==> src/hw/mcrf_pkg.sv <==
// Constants shared by the meter setup register block: offsets, field positions,
// reset values, widths and settling times.
// Assumes a single 50 MHz core clock; every user writes mcrf_pkg::name.
package mcrf_pkg;

   // Core clock rate and the derived cycles per millisecond
   localparam int unsigned CLK_HZ = 50_000_000;
   localparam int unsigned CYCLES_PER_MS = CLK_HZ / 1000;

   // Power filter settling times in milliseconds and in core clock cycles
   localparam int unsigned SETTLE_SHORT_MS = 650;
   localparam int unsigned SETTLE_LONG_MS = 1300;
   localparam int unsigned SETTLE_SHORT_CYCLES = SETTLE_SHORT_MS * CYCLES_PER_MS;
   localparam int unsigned SETTLE_LONG_CYCLES = SETTLE_LONG_MS * CYCLES_PER_MS;
   localparam int SETTLE_CNT_W = 27;

   // Register port widths
   localparam int ADDR_W = 16;
   localparam int DATA_W = 16;

   // Register addresses
   localparam logic [ADDR_W-1:0] SETUP_ADDR = 16'hE618;
   localparam logic [ADDR_W-1:0] STATUS_ADDR = 16'hE680;

   // Field positions in global_setup
   localparam int LOWER_MSB = 4;
   localparam int LOWER_W = 5;
   localparam int SETTLE_SEL_BIT = 5;
   localparam int CAPTURE_EN_BIT = 6;
   localparam int SOFT_RESET_BIT = 7;
   localparam int PAIR_LSB = 8;
   localparam int PAIR_W = 2;
   localparam int PAIR_ALL_W = 6;
   localparam int NEUTRAL_SEL_BIT = 14;
   localparam int RESERVED_BIT = 15;

   // Reset values of global_setup fields
   localparam logic [LOWER_W-1:0] LOWER_RESET = 5'h10;
   localparam logic [LOWER_W-1:0] LOWER_KEEP_MASK = 5'h1B;
   localparam logic SETTLE_SEL_RESET = 1'h0;
   localparam logic CAPTURE_EN_RESET = 1'h0;
   localparam logic NEUTRAL_SEL_RESET = 1'h0;
   localparam logic [PAIR_ALL_W-1:0] PAIR_RESET = 6'h00;

   // Pairing codes and phase indices
   localparam int PHASES = 3;
   localparam logic [PAIR_W-1:0] PAIR_RESERVED = 2'h3;
   localparam logic [PAIR_W-1:0] PAIR_DIRECT = 2'h0;

   // Bit positions in setup_status
   localparam int STAT_SETTLING_BIT = 0;
   localparam int STAT_LONG_BIT = 1;
   localparam int STAT_CAPTURE_BIT = 2;
   localparam int STAT_NEUTRAL_BIT = 3;

   // Sample widths of the current and voltage datapath
   localparam int SAMPLE_W = 24;
   localparam int SUM_W = 26;

endpackage : mcrf_pkg

==> src/hw/mcrf_config_regs.sv <==
// Meter global setup register and the logic its upper fields steer: filter
// settling, shared pin role, software reset, voltage pairing, neutral source.
// Assumes a plain register port in the core clock domain and samples that
// arrive synchronous to core_clk with a one-cycle valid strobe.
`timescale 1ns/1ps
module mcrf_config_regs #(
   parameter int unsigned SHORT_CYCLES = mcrf_pkg::SETTLE_SHORT_CYCLES,
   parameter int unsigned LONG_CYCLES = mcrf_pkg::SETTLE_LONG_CYCLES
) (
   input wire logic core_clk,                                    // Core clock
   input wire logic reset_n,                                     // Async reset, low
   input wire logic [mcrf_pkg::ADDR_W-1:0] regAddr,              // Register address
   input wire logic [mcrf_pkg::DATA_W-1:0] regWrData,            // Write data
   input wire logic regWrite,                                    // Write strobe
   input wire logic regRead,                                     // Read strobe
   output logic [mcrf_pkg::DATA_W-1:0] regRdData,                // Read data, next cycle
   input wire logic thirdPulseIn,                                // Third energy pulse
   input wire logic captureClkIn,                                // Capture port clock
   output logic sharedPinOut,                                    // Shared pin level
   output logic captureEnable,                                   // Capture port on
   output logic softResetPulse,                                  // Software reset start
   output logic filterSettleSelect,                              // Long settling chosen
   output logic filterSettling,                                  // Power filter settling
   input wire logic sampleValid,                                 // Sample strobe
   input wire logic signed [mcrf_pkg::SAMPLE_W-1:0] currentA,    // Phase A current
   input wire logic signed [mcrf_pkg::SAMPLE_W-1:0] currentB,    // Phase B current
   input wire logic signed [mcrf_pkg::SAMPLE_W-1:0] currentC,    // Phase C current
   input wire logic signed [mcrf_pkg::SAMPLE_W-1:0] currentN,    // Neutral current
   input wire logic signed [mcrf_pkg::SAMPLE_W-1:0] voltageA,    // Phase A voltage
   input wire logic signed [mcrf_pkg::SAMPLE_W-1:0] voltageB,    // Phase B voltage
   input wire logic signed [mcrf_pkg::SAMPLE_W-1:0] voltageC,    // Phase C voltage
   output logic signed [mcrf_pkg::SUM_W-1:0] neutralRmsInput,    // Neutral rms source
   output logic [mcrf_pkg::PHASES*mcrf_pkg::SAMPLE_W-1:0] pairedVoltage, // C, B, A
   output logic [mcrf_pkg::PAIR_ALL_W-1:0] pairedIndex,          // Voltage index per phase
   output logic pairedValid                                      // Paired samples valid
);

   // Stored fields of global_setup
   logic [mcrf_pkg::LOWER_W-1:0] lowerBits_q;
   logic filterSettleSelect_q;
   logic captureEnable_q;
   logic [mcrf_pkg::PAIR_ALL_W-1:0] voltagePairing_q;
   logic neutralSourceSelect_q;

   // Write decode and soft reset
   logic setupWrite;
   logic softResetWrite;
   logic softResetPulse_q;
   logic settleRestart;

   // Read path
   logic [mcrf_pkg::DATA_W-1:0] setupView;
   logic [mcrf_pkg::DATA_W-1:0] statusView;
   logic [mcrf_pkg::DATA_W-1:0] readValue;
   logic [mcrf_pkg::DATA_W-1:0] regRdData_q;

   // Pin, datapath and timer signals
   logic sharedPin_q;
   logic captureEnableOut_q;
   logic signed [mcrf_pkg::SUM_W-1:0] currentSum;
   logic signed [mcrf_pkg::SUM_W-1:0] neutralRms_q;
   logic [mcrf_pkg::PAIR_ALL_W-1:0] voltIndex;
   logic [mcrf_pkg::PHASES*mcrf_pkg::SAMPLE_W-1:0] voltageBus;
   logic [mcrf_pkg::PHASES*mcrf_pkg::SAMPLE_W-1:0] pairedVoltage_q;
   logic pairedValid_q;
   logic settling;

   // Address decode of writes
   always_comb begin
      setupWrite = 1'h0;
      if (regWrite && regAddr == mcrf_pkg::SETUP_ADDR) begin
         setupWrite = 1'h1;
      end
   end

   // A write with the soft reset bit set starts a software reset
   assign softResetWrite = setupWrite && regWrData[mcrf_pkg::SOFT_RESET_BIT];

   // Any setup write or soft reset restarts the power filter settling
   assign settleRestart = setupWrite;

   // Lower fields: stored only, reserved bit 2 kept at zero
   always_ff @(posedge core_clk or negedge reset_n) begin
      if (!reset_n) begin
         lowerBits_q <= mcrf_pkg::LOWER_RESET;
      end else if (softResetWrite) begin
         lowerBits_q <= mcrf_pkg::LOWER_RESET;
      end else if (setupWrite) begin
         lowerBits_q <= regWrData[mcrf_pkg::LOWER_MSB:0] & mcrf_pkg::LOWER_KEEP_MASK;
      end
   end

   // Filter settling select, bit 5
   always_ff @(posedge core_clk or negedge reset_n) begin
      if (!reset_n) begin
         filterSettleSelect_q <= mcrf_pkg::SETTLE_SEL_RESET;
      end else if (softResetWrite) begin
         filterSettleSelect_q <= mcrf_pkg::SETTLE_SEL_RESET;
      end else if (setupWrite) begin
         filterSettleSelect_q <= regWrData[mcrf_pkg::SETTLE_SEL_BIT];
      end
   end

   // Capture port enable, bit 6
   always_ff @(posedge core_clk or negedge reset_n) begin
      if (!reset_n) begin
         captureEnable_q <= mcrf_pkg::CAPTURE_EN_RESET;
      end else if (softResetWrite) begin
         captureEnable_q <= mcrf_pkg::CAPTURE_EN_RESET;
      end else if (setupWrite) begin
         captureEnable_q <= regWrData[mcrf_pkg::CAPTURE_EN_BIT];
      end
   end

   // Voltage pairing codes, bits 13 to 8
   always_ff @(posedge core_clk or negedge reset_n) begin
      if (!reset_n) begin
         voltagePairing_q <= mcrf_pkg::PAIR_RESET;
      end else if (softResetWrite) begin
         voltagePairing_q <= mcrf_pkg::PAIR_RESET;
      end else if (setupWrite) begin
         voltagePairing_q <= regWrData[mcrf_pkg::PAIR_LSB +: mcrf_pkg::PAIR_ALL_W];
      end
   end

   // Neutral source select, bit 14
   always_ff @(posedge core_clk or negedge reset_n) begin
      if (!reset_n) begin
         neutralSourceSelect_q <= mcrf_pkg::NEUTRAL_SEL_RESET;
      end else if (softResetWrite) begin
         neutralSourceSelect_q <= mcrf_pkg::NEUTRAL_SEL_RESET;
      end else if (setupWrite) begin
         neutralSourceSelect_q <= regWrData[mcrf_pkg::NEUTRAL_SEL_BIT];
      end
   end

   // Soft reset start pulse, one cycle; the bit itself is never stored
   always_ff @(posedge core_clk or negedge reset_n) begin
      if (!reset_n) begin
         softResetPulse_q <= 1'h0;
      end else begin
         softResetPulse_q <= softResetWrite;
      end
   end

   // Read image of global_setup; soft reset and reserved bits read zero
   always_comb begin
      setupView = '0;
      setupView[mcrf_pkg::LOWER_MSB:0] = lowerBits_q;
      setupView[mcrf_pkg::SETTLE_SEL_BIT] = filterSettleSelect_q;
      setupView[mcrf_pkg::CAPTURE_EN_BIT] = captureEnable_q;
      setupView[mcrf_pkg::SOFT_RESET_BIT] = 1'h0;
      setupView[mcrf_pkg::PAIR_LSB +: mcrf_pkg::PAIR_ALL_W] = voltagePairing_q;
      setupView[mcrf_pkg::NEUTRAL_SEL_BIT] = neutralSourceSelect_q;
      setupView[mcrf_pkg::RESERVED_BIT] = 1'h0;
   end

   // Read image of setup_status: the block's live state
   always_comb begin
      statusView = '0;
      statusView[mcrf_pkg::STAT_SETTLING_BIT] = settling;
      statusView[mcrf_pkg::STAT_LONG_BIT] = filterSettleSelect_q;
      statusView[mcrf_pkg::STAT_CAPTURE_BIT] = captureEnableOut_q;
      statusView[mcrf_pkg::STAT_NEUTRAL_BIT] = neutralSourceSelect_q;
   end

   // Read address decode; unmapped addresses read zero
   always_comb begin
      if (regAddr == mcrf_pkg::SETUP_ADDR) begin
         readValue = setupView;
      end else if (regAddr == mcrf_pkg::STATUS_ADDR) begin
         readValue = statusView;
      end else begin
         readValue = '0;
      end
   end

   // Read data stand only in the cycle after the read strobe
   always_ff @(posedge core_clk or negedge reset_n) begin
      if (!reset_n) begin
         regRdData_q <= '0;
      end else if (regRead) begin
         regRdData_q <= readValue;
      end else begin
         regRdData_q <= '0;
      end
   end

   // Shared pin: third pulse output or capture port clock
   always_ff @(posedge core_clk or negedge reset_n) begin
      if (!reset_n) begin
         sharedPin_q <= 1'h0;
         captureEnableOut_q <= mcrf_pkg::CAPTURE_EN_RESET;
      end else begin
         captureEnableOut_q <= captureEnable_q;
         if (captureEnable_q) begin
            sharedPin_q <= captureClkIn;
         end else begin
            sharedPin_q <= thirdPulseIn;
         end
      end
   end

   // Instantaneous sum of the three phase currents
   assign currentSum = SUM_EXT(currentA) + SUM_EXT(currentB) + SUM_EXT(currentC);

   // Sign extension of a sample to the sum width
   function automatic logic signed [mcrf_pkg::SUM_W-1:0] SUM_EXT(
      input logic signed [mcrf_pkg::SAMPLE_W-1:0] sample
   );
      SUM_EXT = mcrf_pkg::SUM_W'(sample);
   endfunction : SUM_EXT

   // Neutral rms source: measured neutral or phase current sum
   always_ff @(posedge core_clk or negedge reset_n) begin
      if (!reset_n) begin
         neutralRms_q <= '0;
      end else if (sampleValid) begin
         if (neutralSourceSelect_q) begin
            neutralRms_q <= currentSum;
         end else begin
            neutralRms_q <= SUM_EXT(currentN);
         end
      end
   end

   // Voltage index decoder for each phase current
   mcrf_pair_map u_pair_map (
      .core_clk(core_clk),
      .reset_n(reset_n),
      .pairCodes(voltagePairing_q),
      .voltIndex(voltIndex)
   );

   // Voltage samples gathered as A, B, C from the low end
   assign voltageBus = {voltageC, voltageB, voltageA};

   genvar ph;

   // Voltage paired with each phase current, per phase
   generate
      for (ph = 0; ph < mcrf_pkg::PHASES; ph++) begin : g_pair
         logic [mcrf_pkg::PAIR_W-1:0] sel;
         assign sel = voltIndex[ph*mcrf_pkg::PAIR_W +: mcrf_pkg::PAIR_W];

         // Sample of the selected voltage on each valid strobe
         always_ff @(posedge core_clk or negedge reset_n) begin
            if (!reset_n) begin
               pairedVoltage_q[ph*mcrf_pkg::SAMPLE_W +: mcrf_pkg::SAMPLE_W] <= '0;
            end else if (sampleValid) begin
               pairedVoltage_q[ph*mcrf_pkg::SAMPLE_W +: mcrf_pkg::SAMPLE_W] <=
                  voltageBus[sel*mcrf_pkg::SAMPLE_W +: mcrf_pkg::SAMPLE_W];
            end
         end
      end
   endgenerate

   // Valid strobe follows the sample strobe by one cycle, on the same edge as the paired samples
   always_ff @(posedge core_clk or negedge reset_n) begin
      if (!reset_n) begin
         pairedValid_q <= 1'h0;
      end else begin
         pairedValid_q <= sampleValid;
      end
   end

   // Settling timer of the total active power filter
   mcrf_settle_timer #(
      .SHORT_CYCLES(SHORT_CYCLES),
      .LONG_CYCLES(LONG_CYCLES)
   ) u_settle_timer (
      .core_clk(core_clk),
      .reset_n(reset_n),
      .restart(settleRestart),
      .longSelect(filterSettleSelect_q),
      .settling(settling)
   );

   // Outputs straight from flip-flops
   assign regRdData = regRdData_q;
   assign sharedPinOut = sharedPin_q;
   assign captureEnable = captureEnableOut_q;
   assign softResetPulse = softResetPulse_q;
   assign filterSettleSelect = filterSettleSelect_q;
   assign filterSettling = settling;
   assign neutralRmsInput = neutralRms_q;
   assign pairedVoltage = pairedVoltage_q;
   assign pairedIndex = voltIndex;
   assign pairedValid = pairedValid_q;

endmodule : mcrf_config_regs

==> src/hw/mcrf_pair_map.sv <==
// Per-phase voltage pairing decoder: turns the three two-bit pairing codes into
// the index of the voltage paired with each phase current (0 A, 1 B, 2 C).
// Assumes codes come straight from the setup register; outputs are registered.
`timescale 1ns/1ps
module mcrf_pair_map (
   input wire logic core_clk,                                    // Core clock
   input wire logic reset_n,                                     // Async reset, low
   input wire logic [mcrf_pkg::PAIR_ALL_W-1:0] pairCodes,        // Codes A, B, C
   output logic [mcrf_pkg::PAIR_ALL_W-1:0] voltIndex            // Voltage per phase
);

   genvar p;

   // One decoder per phase: index is phase plus code, modulo three
   generate
      for (p = 0; p < mcrf_pkg::PHASES; p++) begin : g_phase
         localparam logic [2:0] PIDX = 3'(p);
         logic [mcrf_pkg::PAIR_W-1:0] code;
         logic [2:0] rawSum;
         logic [mcrf_pkg::PAIR_W-1:0] index;

         // Reserved code falls back to the direct pairing
         always_comb begin
            code = pairCodes[p*mcrf_pkg::PAIR_W +: mcrf_pkg::PAIR_W];
            if (code == mcrf_pkg::PAIR_RESERVED) begin
               code = mcrf_pkg::PAIR_DIRECT;
            end
            rawSum = PIDX + {1'h0, code};
            if (rawSum >= 3'(mcrf_pkg::PHASES)) begin
               index = 2'(rawSum - 3'(mcrf_pkg::PHASES));
            end else begin
               index = rawSum[1:0];
            end
         end

         // Registered index
         always_ff @(posedge core_clk or negedge reset_n) begin
            if (!reset_n) begin
               voltIndex[p*mcrf_pkg::PAIR_W +: mcrf_pkg::PAIR_W] <= 2'(p);
            end else begin
               voltIndex[p*mcrf_pkg::PAIR_W +: mcrf_pkg::PAIR_W] <= index;
            end
         end
      end
   endgenerate

endmodule : mcrf_pair_map

==> src/hw/mcrf_settle_timer.sv <==
// Settling timer of the total active power low-pass filter: reports busy for
// the short or long settling time after each restart and after reset.
// Assumes restart is a one-cycle pulse in the core clock domain.
`timescale 1ns/1ps
module mcrf_settle_timer #(
   parameter int unsigned SHORT_CYCLES = mcrf_pkg::SETTLE_SHORT_CYCLES,
   parameter int unsigned LONG_CYCLES = mcrf_pkg::SETTLE_LONG_CYCLES
) (
   input wire logic core_clk,       // Core clock
   input wire logic reset_n,        // Async reset, low
   input wire logic restart,        // Start a new settling period
   input wire logic longSelect,     // Long settling time chosen
   output logic settling            // Filter still settling
);

   logic [mcrf_pkg::SETTLE_CNT_W-1:0] count_q;
   logic [mcrf_pkg::SETTLE_CNT_W-1:0] limit;

   // Last count of the chosen settling period
   always_comb begin
      if (longSelect) begin
         limit = mcrf_pkg::SETTLE_CNT_W'(LONG_CYCLES - 1);
      end else begin
         limit = mcrf_pkg::SETTLE_CNT_W'(SHORT_CYCLES - 1);
      end
   end

   // Cycle counter, cleared on restart
   always_ff @(posedge core_clk or negedge reset_n) begin
      if (!reset_n) begin
         count_q <= '0;
      end else if (restart) begin
         count_q <= '0;
      end else if (settling && count_q < limit) begin
         count_q <= count_q + 1'h1;
      end
   end

   // Busy flag, set by restart and reset, dropped at the last count
   always_ff @(posedge core_clk or negedge reset_n) begin
      if (!reset_n) begin
         settling <= 1'h1;
      end else if (restart) begin
         settling <= 1'h1;
      end else if (count_q >= limit) begin
         settling <= 1'h0;
      end
   end

endmodule : mcrf_settle_timer

==> config.mk <==
export PLATFORM = sky130hd
export DESIGN_NAME = mcrf_config_regs
export DESIGN_NICKNAME = d
export VERILOG_FILES = /design/src/hw/mcrf_pkg.sv /design/src/hw/mcrf_config_regs.sv /design/src/hw/mcrf_pair_map.sv /design/src/hw/mcrf_settle_timer.sv
export SDC_FILE = /design/constraint.sdc
export NUM_CORES = 1
export LEC_CHECK = 0
export ABC_CLOCK_PERIOD_IN_PS = 3100
export BUFFER_PORTS_ARGS = -buffer_cell sky130_fd_sc_hd__buf_2
export CAP_MARGIN = 20
export CORE_MARGIN = 2
export CORE_UTILIZATION = 52
export DETAILED_ROUTE_END_ITERATION = 10
export HOLD_SLACK_MARGIN = 0.1
export PLACE_DENSITY = 0.85
export SYNTH_ARGS = -nofsm -noshare
export SYNTH_HDL_FRONTEND = slang
export SYNTH_SLANG_ARGS = --single-unit
export TNS_END_PERCENT = 100
==> constraint.sdc <==
create_clock -name core_clk -period 3.1 [get_ports core_clk]
set_input_delay 0.155 -clock core_clk [delete_from_list [all_inputs] [get_ports core_clk]]
set_output_delay 0.155 -clock core_clk [all_outputs]
set_load 0.05 [all_outputs]
# ---- Yosys cells after proc, flatten, opt, wreduce, memory -nomap -nowiden
# Cells that the tools add are included.
# Widths: inputs -> output; s select.
dict set report word_totals {
  register_bits 166
  out_inout_bits 126
  word_cells 76
}
dict set report op_classes {
  n_addsub 8
  n_mul 3
  magnitude_cmp 5
  n_eq_ne 5
  shift 3
  muxes 27
  n_reduce_logical 6
}
# operator count
set op_table {}
lappend op_table {{$shiftx 72x8->24} 3}
lappend op_table {{$mux 27} 2}
lappend op_table {{$mux 26} 2}
lappend op_table {{$eq 16x16->1 const B} 2}
lappend op_table {{$add 27x1->27 const B} 1}
lappend op_table {{$ge 27x27->1} 1}
lappend op_table {{$lt 27x27->1} 1}
lappend op_table {{$add 25x24->26} 1}
lappend op_table {{$add 24x24->25} 1}
lappend op_table {{$mux 16} 1}
lappend op_table {{$mux 15} 1}
lappend op_table {{$mul 2x2->4 const B} 3}
lappend op_table {{$mux 2} 6}
lappend op_table {{$mux 6} 2}
lappend op_table {{$mux 1} 10}
lappend op_table {{$mux 5} 2}
lappend op_table {{$eq 2x2->1 const B} 3}
lappend op_table {{$ge 3x2->1 const B} 2}
lappend op_table {{$reduce_bool 2->1} 3}
lappend op_table {{$sub 2x2->2 const B} 3}
lappend op_table {{$mux 4} 1}
lappend op_table {{$add 1x2->3 const A} 1}
lappend op_table {{$add 2x2->3 const A} 1}
lappend op_table {{$logic_and 1x1->1} 3}
lappend op_table {{$ge 2x2->1 const B} 1}

# ---- Longest topological paths before layout
dict set report depth {
  depth_word 5
  ltp_mapped 11
  depth_no_buf 11
}

# ---- Hierarchy
# Synthesis repeated with hierarchy kept, for this count alone.
dict set report hier_totals {
  cells_unflattened 1099
  hier_area_um2 10003.3
}
# mod instances cells_per_inst area_per_inst_um2
set modules_own_cells {}
lappend modules_own_cells {mcrf_config_regs 1 899 8057.7}
lappend modules_own_cells {mcrf_settle_timer 1 188 1745.4}
lappend modules_own_cells {mcrf_pair_map 1 12 200.2}

# ---- Least setup slack after synthesis
# OpenSTA, ideal clock, no wires.
dict set report synth_timing {
  path_type {flip-flop to flip-flop}
  start {reg filterSettleSelect_q (netlist: filterSettleSelect)}
  end {reg u_settle_timer.count_q[17] (netlist bit)}
  arrival_time_ps 2729
  setup_slack_ps 291
  path_stages_with_launch 11
  n_path_buf 2
  path_cell_list {dfrtp_1 inv_1 ha_1 a21o_1 a21oi_1 o21ai_0 a211o_1 buf_6 buf_2 nor4_1 mux2i_1}
}
dict set report synth_via {
  elab_chain_cells 4
}
# item line_no
set synth_lines {}
lappend synth_lines {{from (decl)} mcrf_config_regs.sv:40} ;# logic filterSettleSelect_q;
lappend synth_lines {{from (signal assigned)} mcrf_config_regs.sv:96} ;# filterSettleSelect_q <= mcrf_pkg::SETTLE_SEL_RESET;
lappend synth_lines {{from (signal assigned)} mcrf_config_regs.sv:98} ;# filterSettleSelect_q <= mcrf_pkg::SETTLE_SEL_RESET;
lappend synth_lines {{from (signal assigned)} mcrf_config_regs.sv:100} ;# filterSettleSelect_q <= regWrData[mcrf_pkg::SETTLE_SEL_BIT];
lappend synth_lines {{$mux 26} mcrf_settle_timer.sv:21} ;# if (longSelect) begin
lappend synth_lines {{$lt 27x27->1} mcrf_settle_timer.sv:34} ;# end else if (settling && count_q < limit) begin
lappend synth_lines {{$logic_and 1x1->1} mcrf_settle_timer.sv:34}
lappend synth_lines {{$reduce_bool 2->1 (no source line)} -}
lappend synth_lines {{to (signal assigned)} mcrf_settle_timer.sv:35} ;# count_q <= count_q + 1'h1;
lappend synth_lines {{to (decl)} mcrf_settle_timer.sv:16} ;# logic [mcrf_pkg::SETTLE_CNT_W-1:0] count_q;
# No other way between the ends.
# A chain may end at the register's enable or synchronous reset.

# ---- Worst setup path in the final report
dict set report layout_timing {
  start {reg filterSettleSelect_q (netlist: filterSettleSelect)}
  end {reg u_settle_timer.count_q[22] (netlist bit)}
}
# Same word-level chain as after synthesis.

==> run_results.csv <==
group,metric,value,unit
status,status,"finished, final reports clean",
clocking,root_buffer,"clkbuf_16",
clocking,cts_tree,"built",
timing,post-route-min-period,2670,ps
logic_synthesis,synth_seq_area_share,40.1,%
power,p_leak,5.95,nW
routing,firstDrtPassIters,5,
clocking,insertion_delay,430,ps
timing,final.setup_skew,9.64,ps
routing,drtIter0Drc,780,
logic_synthesis,async_reset_ff_share,100,%
grt,grt_use_met3,8.34,%
grt,grt_pass1_vias,10300,
timing,grt_setup_unrepaired,"false",
grt,grt_util_met2,52.2,%
grt,globalRouteOverflowTotal,0,
logic_synthesis,synth_cells,1107,
place,preCtsSetupSlack,130,ps
timing,slew_violations,0,
routing,routedWlPerCell,19.0,µm
grt,grt_start_max_net_pins,110,
routing,drc_errors,0,
min_path,whs_path_depth,5,
clocking,cts-hold-fix-buffers,59,
timing,finalCritPeriodShare,86.2,%
floorplan,die_area,20700,µm²
clocking,cts-htree-levels,4,
logic_synthesis,synth_ff_type,"dfrtp_1",
routing,vias,10500,
grt,grtUsageTotal,31.5,%
logic_synthesis,syn-cell-area,10200,µm²
setup_path,startpoint_type,"register",
logic_synthesis,ys_ff_latch,163,
timing,finalSetupViolCount,0,
clocking,cts.path.max_buffers,2,
clocking,clkTransAtPathRegs,70,ps
clocking,cts.sinks,163,
grt,antenna_found_initial,6,
power,ir_drop,0.000419,V
power,power.density,472,nW/µm²
setup_path,critPathArrivalTime,3020,ps
floorplan,die_w,144,µm
run,max_cap_viol_count,0,
timing,tightest_slew,797,ps
timing,finalSetupTns,0,ps
timing,relSlewSlack,46.9,%
floorplan,io_pins,333,
routing,wl,33.3,mm
grt,gr-usage-met1,37.1,%
timing,fmax,374,MHz
place,port_buffers,328,
setup_path,crit_required,3440,ps
floorplan,core-area,19300,µm²
final_layout,nNetsFinal,1737,
routing,antenna_left,0,
clocking,post_cts_buffers,0,
final_layout,fillers,1431,
floorplan,initial_utilization,52.7,%
setup_path,path_class,"reg -> reg",
routing,viasPerCell,5.97,
clocking,cts_resized,0,
logic_synthesis,synth_edf_count,0,
setup_path,crit_fanout,24,
grt,grt_pass1_wl,51.1,mm
final_layout,drive_gt1_share,26.8,%
grt,grt_most_used_layer,"met2",
place,routabilityCongestion,0.977,
timing,worst_slack,428,ps
place,hpwl,22.9,mm
timing,hold_violations,0,
setup_path,endpoint_kind,"register",
setup_path,r2r_cells,9,
floorplan,die_h,144,µm
logic_synthesis,ys_types,62,
clocking,cts_buffers,17,
logic_synthesis,ys_warn_count,0,
floorplan,rows,51,
min_path,hp-class,"in -> reg",
final_layout,area_delta_synth_final,30.6,%
logic_synthesis,avgSynthCellArea,9.21,µm²
## cell usage in the layout, fill, tap and decap left out, types with 34 or more instances in the layout
cell and count:
o21ai_0 34, dfrtp_1 158, a21oi_1 169, buf_2 326, nand2_1 72, mux2i_1 93, ha_1 36, nor2_1 138
dlygate4sd3_1 59
## kinds of logic (layout without fill, tap and decap cells)
logic type	count (synthesis)	count (layout)	synth area share (%)
buf+inv	97	471	3.90
simple gates	361	361	17.5
flops	163	163	40.1
compound gates	319	319	18.9
xor+xnor	11	11	0.945
mux	94	94	9.24
other cells	1	10	0.0368
fa+ha+maj	61	61	9.33
## stage by stage
| stage | hold WS [ps] | total power [W] | util, % | cells | area, µm² |
|---|---|---|---|---|---|
| 3_3_place_gp | 234 | 0.00407 | 62.7 | 1656 | 12100 |
| 3_5_place_dp | 242 | 0.00411 | 62.7 | 1656 | 12100 |
| 4_1_cts | 103 | 0.00629 | 68.8 | 1747 | 13300 |
| 5_1_grt | 136 | 0.00658 | 68.8 | 1752 | 13300 |
| 6_report | 134 | 0.00629 | 68.9 | 1755 | 13300 |
| 2_1_floorplan | -141 | 0.00353 | - | 1108 | 10200 |
## report_power, final
group,internal [W],total (W),switching (W)
Clock,0.00123,0.00212,0.000882
Combinational,0.000622,0.00182,0.00120
Sequential,0.00226,0.00235,0.0000883
Total,0.00412,0.00629,0.00217
## routing by layer
metal / vias to the layer above / wire (µm)
met5: - / 16
met3: 104 / 2950
met1: 5040 / 12700
li1: 4756 / -
met4: 2 / 1430
met2: 570 / 16200
## final cells by class
cell class                 count  area (µm²)  share of cell area, %
timing repair buffer         414        2470                   18.6
antenna                        8        20.0                  0.150
sequential                   163        4090                   30.7
clock buffer                  21         460                   3.46
tap                          265         332                   2.49
inverter                      25        93.8                  0.705
multi-input combinational    848        5730                   43.0
clock inverter                11         125                  0.940
## cell usage after synthesis, types with 3 or more instances
master	instances	area share (%)
a211oi_1	6	0.44
a21boi_0	3	0.22
a21o_1	10	0.74
a21oi_1	169	8.3
a22o_1	3	0.26
and2_1	16	0.98
and3_1	4	0.25
and4_1	6	0.52
buf_1	5	0.18
buf_2	3	0.15
buf_6	3	0.33
clkbuf_1	59	2.2
dfrtp_1	159	39
dfstp_2	4	1.0
fa_1	25	4.9
ha_1	36	4.4
inv_1	25	0.92
mux2i_1	93	9.1
nand2_1	72	2.7
nand2b_1	7	0.43
nand3_1	21	1.0
nand3b_1	17	1.3
nand4_1	12	0.74
nand4b_1	4	0.34
nor2_1	138	5.1
nor2b_1	6	0.37
nor3_1	16	0.79
nor3b_1	3	0.22
nor4_1	11	0.68
o211ai_1	12	0.88
o21a_1	24	1.8
o21ai_0	34	1.7
o221ai_1	21	1.8
o31ai_1	15	1.1
or3_1	8	0.49
or4_1	14	1.0
xnor2_1	7	0.60
xor2_1	4	0.34
## registers in the layout, summed over array words and instances (netlist names)
| register | cells |
|---|---|
| pairedVoltage | 72 |
| u_settle_timer.count_q | 27 |
| neutralRmsInput | 26 |
| regRdData | 14 |
| u_pair_map.voltIndex | 6 |
| voltagePairing_q | 6 |
| lowerBits_q | 4 |
| captureEnable | 1 |
| captureEnable_q | 1 |
| filterSettleSelect | 1 |
| neutralSourceSelect_q | 1 |
| pairedValid | 1 |
| sharedPinOut | 1 |
| softResetPulse | 1 |
| u_settle_timer.settling | 1 |
## worst max-delay path: stages (launching register included)
cell      delay (ps)
dfrtp_1          380
buf_4            180
ha_1             330
a21o_1           190
a211oi_1         220
a311oi_1         120
a211o_1          290
buf_4            210
or4_1            510
a21oi_1          170
## final timing paths
path | startpoint | to | slack (ps)
setup reg to reg | filterSettleSelect$_DFFE_PN0P_ | u_settle_timer.count_q[22]$_DFFE_PN0P_ | 430
min in group asynchronous | reset_n | pairedVoltage[60]$_DFFE_PN0P_ | 340
hold reg to reg | captureEnable_q$_DFFE_PN0P_ | captureEnable$_DFF_PN0_ | 430
setup / recovery | filterSettleSelect$_DFFE_PN0P_ | u_settle_timer.count_q[22]$_DFFE_PN0P_ | 430
max in group asynchronous | reset_n | lowerBits_q[4]$_DFFE_PN1P_ | 1810
hold / removal | currentN[14] | neutralRmsInput[14]$_DFFE_PN0P_ | 130
Note: power is estimated with default switching activity, not from simulation.
